$ cat src/qeltr_pkg.sv
// Package with register map, field layout and status layout of the encoder line trigger
`default_nettype none

package qeltr_pkg;

	// ****************************************
	// Register map (byte addresses)
	// ****************************************
	localparam int unsigned ADR_W      = 8;
	localparam logic [7:0]  ADR_CTRL   = 8'h00;
	localparam logic [7:0]  ADR_UPPER  = 8'h04;
	localparam logic [7:0]  ADR_STEP   = 8'h08;
	localparam logic [7:0]  ADR_COUNT  = 8'h0c;
	localparam logic [7:0]  ADR_STATUS = 8'h10;

	// ****************************************
	// Control word fields
	// ****************************************
	localparam int unsigned CNT_W      = 24;
	localparam int unsigned CTL_RESET  = 31;
	localparam logic [1:0]  DIR_BOTH   = 2'h0;
	localparam logic [1:0]  DIR_POS    = 2'h1;
	localparam logic [1:0]  DIR_NEG    = 2'h2;
	localparam logic [23:0] STEP_RESET = 24'h000001;

	typedef struct packed {
		logic              frame_step_trigger_enable;
		logic              two_phase_select;
		logic              repeat_line_block_enable;
		logic              window_gate_enable;
		logic [1:0]        acquire_direction_select;
		logic              edge_decode_select;
		logic [CNT_W-1:0]  window_lower_limit;
	} qeltr_ctrl_s;

	localparam qeltr_ctrl_s CTRL_RESET = '0;

	// ****************************************
	// Status word layout
	// ****************************************
	typedef struct packed {
		logic new_line_activity_status;
		logic inside_window_status;
		logic motion_direction_status;
		logic phase_b_level;
		logic phase_a_level;
	} qeltr_status_s;

endpackage : qeltr_pkg

`default_nettype wire

$ cat src/qeltr_top.sv
// Quadrature encoder position counter and line trigger with Wishbone registers
// Summary of operation
// 24-bit up/down position counter from zero
// Counter readable anytime without disturbing it
// Direction derived from quarter-cycle phase relation
// Both phase edges serve as trigger sources
// Decode one: all edges of both phases
// Simple mode: trigger every counted edge
// Optionally trigger on increments or decrements only
// Window mode: trigger only between limits
// Window gating combines with direction selection
// No-repeat mode: each position triggers once
// Frame trigger every N counts when enabled
// All modes may be enabled together
// Status readable: count, phases, direction, window, activity
// Decode zero: rising edges of A and B
// Direction codes: both, positive, negative, reserved
// Phase-type selects single or two-phase encoder
// Write-only reset bit clears count, tracking, scan count, activity and triggers; motion direction is kept
// Inclusive limits; phases synchronised before decoding
// No-repeat tracks furthest value in enabled direction
`default_nettype none

module qeltr_top #(
	parameter int unsigned STEP_W = 24
) (
	// Clock and reset
	input  wire logic        clk,
	input  wire logic        reset,
	// Wishbone slave
	input  wire logic        wb_cyc_i,
	input  wire logic        wb_stb_i,
	input  wire logic        wb_we_i,
	input  wire logic [7:0]  wb_adr_i,
	input  wire logic [3:0]  wb_sel_i,
	input  wire logic [31:0] wb_dat_i,
	output logic [31:0]      wb_dat_o,
	output logic             wb_ack_o,
	// Encoder and trigger sources
	input  wire logic        phase_a,
	input  wire logic        phase_b,
	input  wire logic        ext_frame_trigger,
	// Triggers
	output logic             line_trigger,
	output logic             frame_trigger
);

	localparam int unsigned CW = qeltr_pkg::CNT_W;

	// Refuse step counter widths that the scan counter and register cannot hold
	if (STEP_W < 1 || STEP_W > qeltr_pkg::CNT_W) begin : g_step_w_check
		$error("STEP_W must lie between 1 and 24");
	end

	// ****************************************
	// Decoder
	// ****************************************
	qeltr_pkg::qeltr_ctrl_s ctrl_q, ctrl_d;
	logic                   step, up, a_lvl, b_lvl;

	qeltr_decode u_decode (
		.clk                (clk),
		.reset              (reset),
		.phase_a            (phase_a),
		.phase_b            (phase_b),
		.two_phase_select   (ctrl_q.two_phase_select),
		.edge_decode_select (ctrl_q.edge_decode_select),
		.step               (step),
		.up                 (up),
		.phase_a_level      (a_lvl),
		.phase_b_level      (b_lvl)
	);

	// ****************************************
	// Register bus
	// ****************************************
	logic [CW-1:0]     upper_q, upper_d;
	logic [STEP_W-1:0] step_n_q, step_n_d;
	logic              ack_q, ack_d;
	logic [31:0]       rdat_q, rdat_d;
	logic              enc_rst_q, enc_rst_d;
	logic [31:0]       wmask, ctrl_w, upper_w, step_w;
	logic              req, wr;
	logic [CW-1:0]     cnt_q;
	qeltr_pkg::qeltr_status_s status;

	always_comb begin
		req   = wb_cyc_i & wb_stb_i & ~ack_q;
		wr    = req & wb_we_i;
		wmask = {{8{wb_sel_i[3]}}, {8{wb_sel_i[2]}}, {8{wb_sel_i[1]}}, {8{wb_sel_i[0]}}};
		ctrl_w  = ({1'b0, ctrl_q} & ~wmask) | (wb_dat_i & wmask);
		upper_w = ({{(32-CW){1'b0}}, upper_q} & ~wmask) | (wb_dat_i & wmask);
		step_w  = ({{(32-STEP_W){1'b0}}, step_n_q} & ~wmask) | (wb_dat_i & wmask);
		ack_d     = req;
		ctrl_d    = ctrl_q;
		upper_d   = upper_q;
		step_n_d  = step_n_q;
		enc_rst_d = 1'b0;
		rdat_d    = rdat_q;
		if (wr) begin
			unique case (wb_adr_i)
				qeltr_pkg::ADR_CTRL: begin
					ctrl_d    = ctrl_w[30:0];
					enc_rst_d = ctrl_w[qeltr_pkg::CTL_RESET];
				end
				qeltr_pkg::ADR_UPPER: upper_d = upper_w[CW-1:0];
				qeltr_pkg::ADR_STEP: step_n_d = step_w[STEP_W-1:0];
				default: ;
			endcase
		end
		if (req) begin
			unique case (wb_adr_i)
				qeltr_pkg::ADR_CTRL: rdat_d = {1'b0, ctrl_q};
				qeltr_pkg::ADR_UPPER: rdat_d = {{(32-CW){1'b0}}, upper_q};
				qeltr_pkg::ADR_STEP: rdat_d = {{(32-STEP_W){1'b0}}, step_n_q};
				qeltr_pkg::ADR_COUNT: rdat_d = {{(32-CW){1'b0}}, cnt_q};
				qeltr_pkg::ADR_STATUS: rdat_d = {27'h0, status};
				default: rdat_d = 32'h0;
			endcase
		end
	end

	always_ff @(posedge clk) begin
		if (reset) begin
			ctrl_q    <= qeltr_pkg::CTRL_RESET;
			upper_q   <= '0;
			step_n_q  <= qeltr_pkg::STEP_RESET[STEP_W-1:0];
			ack_q     <= 1'b0;
			rdat_q    <= 32'h0;
			enc_rst_q <= 1'b0;
		end else begin
			ctrl_q    <= ctrl_d;
			upper_q   <= upper_d;
			step_n_q  <= step_n_d;
			ack_q     <= ack_d;
			rdat_q    <= rdat_d;
			enc_rst_q <= enc_rst_d;
		end
	end

	assign wb_ack_o = ack_q;
	assign wb_dat_o = rdat_q;

	// ****************************************
	// Counter and qualification
	// ****************************************
	logic [CW-1:0]     cnt_d, cnt_nx, ext_q, ext_d;
	logic              ext_ok_q, ext_ok_d, dir_q, dir_d, act_q, act_d;
	logic              line_q, line_d, frame_q, frame_d;
	logic [STEP_W-1:0] sc_q, sc_d;
	logic              dir_ok, win_ok, rep_ok, qual, track_up, scan_hit;

	always_comb begin
		cnt_nx = up ? cnt_q + 1'b1 : cnt_q - 1'b1;
		unique case (ctrl_q.acquire_direction_select)
			qeltr_pkg::DIR_POS: dir_ok = up;
			qeltr_pkg::DIR_NEG: dir_ok = ~up;
			default: dir_ok = 1'b1;
		endcase
		win_ok   = ~ctrl_q.window_gate_enable | // see R8 // see R9 //
			(cnt_nx >= ctrl_q.window_lower_limit && cnt_nx <= upper_q);
		track_up = ctrl_q.acquire_direction_select != qeltr_pkg::DIR_NEG;
		rep_ok   = ~ctrl_q.repeat_line_block_enable | ~ext_ok_q | // see R10 //
			(track_up ? cnt_nx > ext_q : cnt_nx < ext_q);
		qual     = step & dir_ok & win_ok & rep_ok; // see R6 //
		scan_hit = {1'b0, sc_q} + 1'b1 >= {1'b0, step_n_q};
		cnt_d    = cnt_q;
		dir_d    = dir_q;
		ext_d    = ext_q;
		ext_ok_d = ext_ok_q;
		act_d    = act_q;
		sc_d     = sc_q;
		line_d   = qual;
		frame_d  = ctrl_q.frame_step_trigger_enable ? 1'b0 : ext_frame_trigger;
		if (step) begin
			cnt_d = cnt_nx;
			dir_d = up;
			act_d = qual;
		end
		if (qual) begin
			ext_d    = cnt_nx;
			ext_ok_d = 1'b1;
			if (ctrl_q.frame_step_trigger_enable) begin
				sc_d    = scan_hit ? '0 : sc_q + 1'b1;
				frame_d = scan_hit;
			end
		end
		if (enc_rst_q) begin
			cnt_d    = '0;
			ext_d    = '0;
			ext_ok_d = 1'b0;
			act_d    = 1'b0;
			sc_d     = '0;
			line_d   = 1'b0;
			frame_d  = 1'b0;
		end
		status.phase_a_level            = a_lvl;
		status.phase_b_level            = b_lvl;
		status.motion_direction_status  = dir_q;
		status.inside_window_status     = cnt_q >= ctrl_q.window_lower_limit && cnt_q <= upper_q;
		status.new_line_activity_status = act_q;
	end

	always_ff @(posedge clk) begin
		if (reset) begin
			cnt_q    <= '0;
			dir_q    <= 1'b0;
			ext_q    <= '0;
			ext_ok_q <= 1'b0;
			act_q    <= 1'b0;
			sc_q     <= '0;
			line_q   <= 1'b0;
			frame_q  <= 1'b0;
		end else begin
			cnt_q    <= cnt_d;
			dir_q    <= dir_d;
			ext_q    <= ext_d;
			ext_ok_q <= ext_ok_d;
			act_q    <= act_d;
			sc_q     <= sc_d;
			line_q   <= line_d;
			frame_q  <= frame_d;
		end
	end

	assign line_trigger  = line_q;
	assign frame_trigger = frame_q;
endmodule // qeltr_top

`default_nettype wire

$ cat src/qeltr_decode.sv
// Phase input synchroniser and quadrature edge decoder
`default_nettype none

module qeltr_decode (
	// Clock and reset
	input  wire logic clk,
	input  wire logic reset,
	// Encoder phases
	input  wire logic phase_a,
	input  wire logic phase_b,
	// Mode
	input  wire logic two_phase_select,
	input  wire logic edge_decode_select,
	// Decoded movement
	output logic      step,
	output logic      up,
	output logic      phase_a_level,
	output logic      phase_b_level
);

	logic [2:0] a_q, a_d;
	logic [2:0] b_q, b_d;
	logic       a_rise, a_fall, b_rise, b_fall;

	// ****************************************
	// Synchroniser plus one edge stage
	// ****************************************
	always_comb begin
		a_d = {a_q[1:0], phase_a};
		b_d = {b_q[1:0], phase_b};
	end

	always_ff @(posedge clk) begin
		if (reset) begin
			a_q <= 3'h0;
			b_q <= 3'h0;
		end else begin
			a_q <= a_d;
			b_q <= b_d;
		end
	end

	// ****************************************
	// Edge and direction decode
	// ****************************************
	always_comb begin
		a_rise        = a_q[1] & ~a_q[2];
		a_fall        = ~a_q[1] & a_q[2];
		b_rise        = b_q[1] & ~b_q[2];
		b_fall        = ~b_q[1] & b_q[2];
		phase_a_level = a_q[2];
		phase_b_level = b_q[2];
		if (two_phase_select) begin
			step = a_rise | b_rise | (edge_decode_select & (a_fall | b_fall)); // see R4 // see R5 //
			if (a_rise)
				up = ~b_q[1];
			else if (b_rise)
				up = a_q[1];
			else if (a_fall)
				up = b_q[1];
			else
				up = ~a_q[1];
		end else begin
			step = a_rise | (edge_decode_select & a_fall);
			up   = 1'b1;
		end
	end

endmodule // qeltr_decode

`default_nettype wire

$ cat config.mk
export PLATFORM = sky130hd
export DESIGN_NAME = qeltr_top
export DESIGN_NICKNAME = d
export VERILOG_FILES = /design/src/qeltr_pkg.sv /design/src/qeltr_top.sv /design/src/qeltr_decode.sv
export SDC_FILE = /design/constraint.sdc
export NUM_CORES = 1
export LEC_CHECK = 0
export ABC_AREA = 1
export BUFFER_PORTS_ARGS = -buffer_cell sky130_fd_sc_hd__buf_2
export CORE_MARGIN = 8
export CORE_UTILIZATION = 62
export DETAILED_ROUTE_END_ITERATION = 10
export GPL_TIMING_DRIVEN = 0
export MAX_ROUTING_LAYER = met4
export PLACE_DENSITY_LB_ADDON = 0.08
export SKIP_CTS_REPAIR_TIMING = 1
export SLEW_MARGIN = 20
export SYNTH_ARGS = -nofsm -noshare
export SYNTH_HDL_FRONTEND = slang
export SYNTH_HIERARCHICAL = 1
export SYNTH_SLANG_ARGS = --single-unit
export TNS_END_PERCENT = 50
$ cat constraint.sdc
create_clock -name clk -period 5 [get_ports clk]
set_input_delay 0.75 -clock clk [delete_from_list [all_inputs] [get_ports clk]]
set_output_delay 0.75 -clock clk [all_outputs]
set_load 0.01 [all_outputs]
==> impl_summary.txt, run 1 <==
----------------------------------------------------
[Cells and area]
  Antenna diode instance count ... 0
  Post-Layout Cell Count ... 2274
  Final core utilization ... 0.714
  Layout-stage area growth over the synthesis result ... 13.8%
  Final cell area excluding filler cells ... approximately 0.015 mm²
  Fraction of final layout cells with drive strength greater than 1 ... 0.138
  Total of fill cells in the finished design ... 1784
  Final #Nets ... 2209
  Most used cells in the layout excluding fill and tap cells ... nand2_1, inv_1, a21oi_1
  Most common cell after layout, fill and taps aside ... nand2_1

[STA]
  Post-route clock period utilization ... 0.962
  Hold_ws ... ~0.41 ns
  Count of final setup violators ... 0
  Transition time at the pin with the least slew margin ... 0.779 ns
  Clock tree skew after final layout ... ~0.019 ns
  Slew HR ... 0.481
  Final hold violation count ... 0
  Minimum clock period after layout ... 4.81 ns
  Count of pins over their slew limit ... 0
  FMAX ... between 200 and 250 MHz

[Detailed routing]
  Remaining design rule violation count ... 0
  Met3 wire length ... 4190 µm
  Average routed wire per standard cell ... approximately 19 µm
  Routed length on met2 ... 19100 µm
  Met1 WL ... 18100 µm
  Wirelength, routed ... roughly 44000 µm
  Avg Vias per Cell ... 5.78
  Routed via count ... 13155
  First-iteration detailed-routing DRC count ... around 1500
  Highest metal layer with signal wires ... met4
  Number of nets still failing antenna checks after routing ... 0
  Number of optimization iterations in the first detailed-route pass ... 6

[Logic synthesis]
  Synth cell types ... 59
  EDFF count, synth ... 0
  Summed instance area of the synthesized netlist ... 0.0131 mm²
  Sequential share of the synthesized area ... 0.298
  Proportion of synthesized flip-flops having asynchronous set or reset ... 0
  Yosys warnings ... 6
  Synthesized netlist net count ... 2087
  Number of synthesized register bits ... 195
  Syn Inst Count ... 1865
  Top FF cell, synth ... dfxtp_1
  Mean area per synthesized cell ... around 7.0 µm²

[Clock network]
  Clk Latency, worst-skew pair ... 0.45 ns
  Clk buf depth ... 2
  CTS tree ... yes
  TritonCTS Buffers ... 17
  Clock-pin slew on the worst setup and hold paths ... 0.09 ns
  Number of sinks on the clock net ... just under 200
  Clock root buffer master ... clkbuf_16
  CTS H-tree lvls ... 4

[Floorplanning]
  Core box area ... 0.0209 mm²
  Number of primary I/O pins ... 87
  Height of the chip ... around 160 µm
  Placement row count ... 53
  Die W ... approximately 160 µm
  Starting density of the core ... 0.627
  Die Outline Area ... 0.0260 mm²

[Job]
  Max capacitance violation total ... 0

[Global routing]
  Grt total ovfl ... 0
  Number of global-route vias before repair ... between 10000 and 15000
  Largest net degree at the start of global routing ... 25
  First-pass GRT wire length ... 66400 µm
  GRT Total Usage ... 0.335
  Initial antenna violation count ... 0

[Setup path]
  Critical path fanouts, max ... 8
  Endpoint class of the critical path ... register
  Max incr delay on CP ... between 0.3 and 0.4 ns
  Critical-path cell with the highest stage delay ... ha_2
  Data required time at the worst endpoint ... 5.34 ns
  Type of origin of the critical path ... register
  CP Class ... register to register
  Most frequent CP cell ... nand2_1
  Arrival time reported for the critical path endpoint ... 5.15 ns

[Power and ir drop]
  Leak ... around 6.9 nW
  Maximum resistive drop on vdd ... 0.000260 V
  Power density over cell area ... 238 mW/mm²
  Overall power of the completed layout ... ~0.0036 W

[Placed design]
  Detailed Place HPWL ... approximately 34000 µm
  Cell area after placement ... 0.0139 mm²
  Cell count after placement ... 2225
  Port Buffer Count ... 85
  Placer congestion estimate ... 0.978

[Status]
  Result of the run ... complete, no violations

[Hold path]
  Class of the most critical hold timing path ... register to register

----------------------------------------------------
-- kinds of logic (layout without fill, tap and decap cells) --
kind of cell / count (synthesis) / in the layout / share of synthesized area
compound gates: 467 / 467 / 0.191
simple gates: 668 / 668 / 0.225
other cells: 1 / 1 / 0.000286
xor+xnor: 37 / 37 / 0.0247
fa+ha+maj: 170 / 170 / 0.163
flops: 195 / 195 / 0.298
buf+inv: 327 / 461 / 0.0987
-- routing by layer --
| layer | up-vias | GRT usage |
|---|---|---|
| li1 | 6402 | - |
| met1 | 5987 | 0.418 |
| met2 | 645 | 0.515 |
| met3 | 121 | 0.0657 |
| met4 | 0 | 0.159 |
| met5 | - | - |
-- worst max-delay path: cells and delay by family (launching register included) --
| family | cells | cell delay [ns] |
|---|---|---|
| and+or+nand+nor | 27 | 2.89 |
| buffers and inverters | 5 | 0.73 |
| adders and majority gates | 2 | 0.62 |
| DFF | 1 | 0.35 |
| xor gates and xnor gates | 1 | 0.09 |
-- synth_stat cells (3+ instances only) --
master / n / area, µm²
nor3_1: 12 / 60.1
nand2_1: 382 / 1430
o22ai_1: 13 / 81.3
nand2_2: 10 / 62.6
o2111ai_1: 10 / 87.6
nand3_1: 50 / 250
nor2_2: 18 / 113
a22oi_1: 3 / 22.5
a21oi_1: 238 / 1190
nand3_2: 9 / 90.1
ha_1: 169 / 2110
xnor2_1: 5 / 43.8
clkbuf_1: 32 / 120
o21ai_0: 161 / 806
a21o_1: 9 / 67.6
o21ai_1: 12 / 60.1
o21bai_1: 3 / 22.5
nand4_1: 19 / 119
inv_1: 260 / 976
nor2_4: 3 / 33.8
nor2_1: 141 / 529
inv_2: 7 / 26.3
buf_2: 17 / 85.1
buf_4: 5 / 37.5
dfxtp_1: 195 / 3900
a221oi_1: 3 / 26.3
o211ai_1: 4 / 30.0
nor4_1: 4 / 25.0
xor2_1: 32 / 280
-- stage by stage --
step                      setup slack, ns  setup TNS [ns]
after global placement             -0.405          -16.93
after floorplan                     0.824               0
after detailed placement           -0.508          -21.94
final                               0.188               0
after global routing               -0.103           -1.19
after CTS                          -0.607          -27.58
-- report_power, final --
group	switching (W)	internal, W
clock network	0.000717	0.000666
registers	0.0000318	0.00158
logic	0.000357	0.000199
-- area by class of cell --
| type | instances | area, µm² | share of cell area |
|---|---|---|---|
| repair inverters | 1 | 7.51 | 0.000503 |
| flip-flops and latches | 195 | 3910 | 0.262 |
| inverters | 268 | 1010 | 0.0677 |
| multi-input cells | 1343 | 8200 | 0.550 |
| repair buffers | 102 | 586 | 0.0393 |
| plain buffers | 59 | 288 | 0.0193 |
| clock buffers | 18 | 429 | 0.0288 |
| well taps | 275 | 344 | 0.0231 |
| clock inverters | 13 | 143 | 0.00956 |
-- path summary, 6_finish.rpt --
check                   from               to  slack, ns  cells after the start
max reg2reg  u_decode/b_q[2]         sc_q[20]       0.19                     35
min reg2reg  u_decode/a_q[0]  u_decode/a_q[1]       0.41                      2
min          u_decode/a_q[0]  u_decode/a_q[1]       0.41                      2
max          u_decode/b_q[2]         sc_q[20]       0.19                     35
Note: power is estimated with default switching activity, not from simulation.
==> run 2, diff against run 1 <==
CORE_UTILIZATION = 65   (was 62)
clock period = 5.55 ns   (was 5 ns; I/O delays follow)
==> impl_summary.txt, run 2 (synthesis results as in run 1) <==
----------------------------------------------------
[STA]
  Minimum clock period after layout ... 5.20 ns (+0.393 ns)
  Count of pins over their slew limit ... 0 (unchanged)
  FMAX ... 192 MHz (-7.6%)
  Setup tns final ... 0 ns (unchanged)
  Post-route clock period utilization ... 0.938 (-0.0246)
  Final hold violation count ... 0 (unchanged)
  Clock tree skew after final layout ... 0.0152 ns (-0.00348 ns)
  RSZ-0062 raised after global routing ... no
  Slew HR ... 0.466 (-0.0146)
  Transition time at the pin with the least slew margin ... 0.798 ns (+0.0191 ns)
  Count of final setup violators ... 0 (unchanged)

[Setup path]
  R2R depth ... 28 (-20%)
  Max incr delay on CP ... 0.49 ns (+0.13 ns)
  Endpoint class of the critical path ... register
  Endpoint of the lowest-slack register-to-register path ... sc_q[9]
  CP Class ... register to register
  Type of origin of the critical path ... register
  Worst reg2reg path startpoint ... u_decode/a_q[2]
  Data required time at the worst endpoint ... 5.91 ns (+0.57 ns)
  Critical path fanouts, max ... 10 (+2)
  R2R setup slack ... 0.35 ns (+0.16 ns)
  Arrival time reported for the critical path endpoint ... 5.56 ns (+0.41 ns)
  Critical-path cell with the highest stage delay ... xor2_1
  Most frequent CP cell ... nand2_1

[Floorplanning]
  Die Outline Area ... 0.0250 mm² (-4.2%)
  Height of the chip ... 158 µm (-2.1%)
  Core box area ... 0.0200 mm² (-4.1%)
  Placement row count ... 52 (-1.9%)
  Starting density of the core ... 0.654 (+0.0266)
  Number of primary I/O pins ... 87 (unchanged)
  Die W ... 158 µm (-2.1%)

[Power and ir drop]
  Clock share of power ... 0.388 (-0.002)
  Switch share ... 0.308 (-0.00384)
  Maximum resistive drop on vdd ... 0.000199 V (-23%)
  Power share of the combinational group ... 0.152 (-0.005)
  NetSw ... 0.000970 W (-12%)
  Power density over cell area ... 217 mW/mm² (-8.8%)
  Leak ... 6.84 nW (-1.3%)
  Register share of total power ... 0.460 (+0.006)
  Internal ... 0.00218 W (-11%)

[Clock network]
  Clk buf depth ... 2 (unchanged)
  CTS tree ... yes
  Clock root buffer master ... clkbuf_16
  Number of sinks on the clock net ... 195 (unchanged)
  CTS H-tree lvls ... 4 (unchanged)
  Clk Latency, worst-skew pair ... 0.45 ns (about the same)
  Clock-pin slew on the worst setup and hold paths ... 0.08 ns (about the same)
  TritonCTS Buffers ... 17 (unchanged)

[Hold path]
  Sink of the worst hold path ... u_decode/a_q[1]
  Worst Hold Depth ... 2 (unchanged)
  Class of the most critical hold timing path ... register to register
  Worst hold start ... u_decode/a_q[0]

[Status]
  Result of the run ... complete, no violations

[Job]
  Max capacitance violation total ... 0 (unchanged)

[Placed design]
  Port Buffer Count ... 85 (unchanged)
  Detailed Place HPWL ... 34000 µm (-0.74%)
  Cell count after placement ... 2220 (-0.22%)
  Placer congestion estimate ... 1.04 (+6.6%)

[Detailed routing]
  Routed via count ... 13263 (+0.82%)
  First-iteration detailed-routing DRC count ... 1576 (+2.7%)
  Wirelength, routed ... 42400 µm (-2.8%)
  Remaining design rule violation count ... 0 (unchanged)
  Avg Vias per Cell ... 5.87 (+1.5%)
  Average routed wire per standard cell ... 18.8 µm (-2.1%)
  Number of nets still failing antenna checks after routing ... 0 (unchanged)
  Number of optimization iterations in the first detailed-route pass ... 9 (+3)

[Global routing]
  Number of global-route vias before repair ... 12271 (+0.68%)
  First-pass GRT wire length ... 65300 µm (-1.6%)
  Grt total ovfl ... 0 (unchanged)
  GRT Total Usage ... 0.352 (+0.0165)
  Largest net degree at the start of global routing ... 25 (unchanged)
  Initial antenna violation count ... 0 (unchanged)

[Cells and area]
  Most common cell after layout, fill and taps aside ... nand2_1
  Most used cells in the layout excluding fill and tap cells ... nand2_1, inv_1, a21oi_1
  Total of fill cells in the finished design ... 1724 (-3.4%)
  Layout-stage area growth over the synthesis result ... 10.8%
  Post-Layout Cell Count ... 2259 (-0.66%)
  Total area of multi-input combinational cells ... 0.00793 mm² (-3.4%)
  Fraction of final layout cells with drive strength greater than 1 ... 0.110 (-0.0274)
  Area taken by flip-flops and latches ... 0.00390 mm² (-0.16%)
  Final #Nets ... 2198 (-0.50%)

----------------------------------------------------
run 2: changes by cell type in the layout (fill, tap and decap cells not counted), moves of 3 or more:
cell | before | now
a21oi_1 | 232 | 238
a21oi_2 | 6 | 2
buf_4 | 18 | 11
dfxtp_1 | 192 | 195
ha_1 | 154 | 169
ha_2 | 8 | 0
ha_4 | 7 | 0
nand2_1 | 371 | 381
nand2_2 | 20 | 11
nor2_4 | 6 | 3
xor2_1 | 25 | 31
xor2_2 | 7 | 1
run 2: layout make-up:
class / instances / area share
Antenna cell: 1 / 0.000172
Buffer: 59 / 0.0198
Clock buffer: 17 / 0.0293
Clock inverter: 14 / 0.0101
Inverter: 268 / 0.0696
Multi-Input combinational cell: 1343 / 0.546
Sequential cell: 195 / 0.269
Tap cell: 270 / 0.0233
Timing Repair Buffer: 91 / 0.0324
Timing Repair inverter: 1 / 0.000517
run 2: how the worst max path moves through the flow:
stage	startpoint	slack, ns	cells after the start	end
3_3_place_gp	u_decode/a_q[2]	0.09	32	sc_q[18]
6_report	u_decode/a_q[2]	0.35	28	sc_q[9]
2_1_floorplan	u_decode/b_q[1]	1.37	30	sc_q[12]
3_5_place_dp	u_decode/a_q[2]	0.003	32	sc_q[9]
4_1_cts	u_decode/a_q[2]	-0.03	32	sc_q[9]
5_1_grt	u_decode/a_q[2]	0.02	30	sc_q[9]
run 2: worst max-delay path: cells and delay by family, from the launching register on:
kind / cells / cell delay (ns)
simple gates: 18 / 2.20
compound gates: 3 / 0.46
xor+xnor: 1 / 0.49
flops: 1 / 0.45
fa+ha+maj: 2 / 0.78
buf+inv: 4 / 0.71
run 2: routing by layer:
metal  vias to the layer above  global-route usage  share of wire
met5                         -                   -              0
met4                         0               0.203          0.060
met3                       157              0.0674          0.096
met2                       716               0.525           0.43
met1                      5996               0.439           0.41
li1                       6394                   -              -
run 2: power groups by stage:
stage	sequential, W	clock, W	combinational (W)
finish	0.00145	0.00122	0.000480
global placement	0.00148	0	0.000447
floorplan	0.00147	0	0.000310
global route	0.00145	0.00128	0.000536
detailed placement	0.00148	0	0.000461
CTS	0.00145	0.00123	0.000466
run 2: through the flow:
stage           util  hold WS (ns)  power (W)  worst slack, ns  area (µm²)
4_1_cts        0.721         0.414    0.00314          -0.0296       14400
5_1_grt        0.724         0.431    0.00327           0.0151       14500
3_5_place_dp   0.692         0.401    0.00194          0.00320       13900
3_3_place_gp   0.692         0.389    0.00193           0.0937       13900
6_report       0.724         0.411    0.00315            0.346       14500
2_1_floorplan      -         0.388    0.00178             1.37       13100
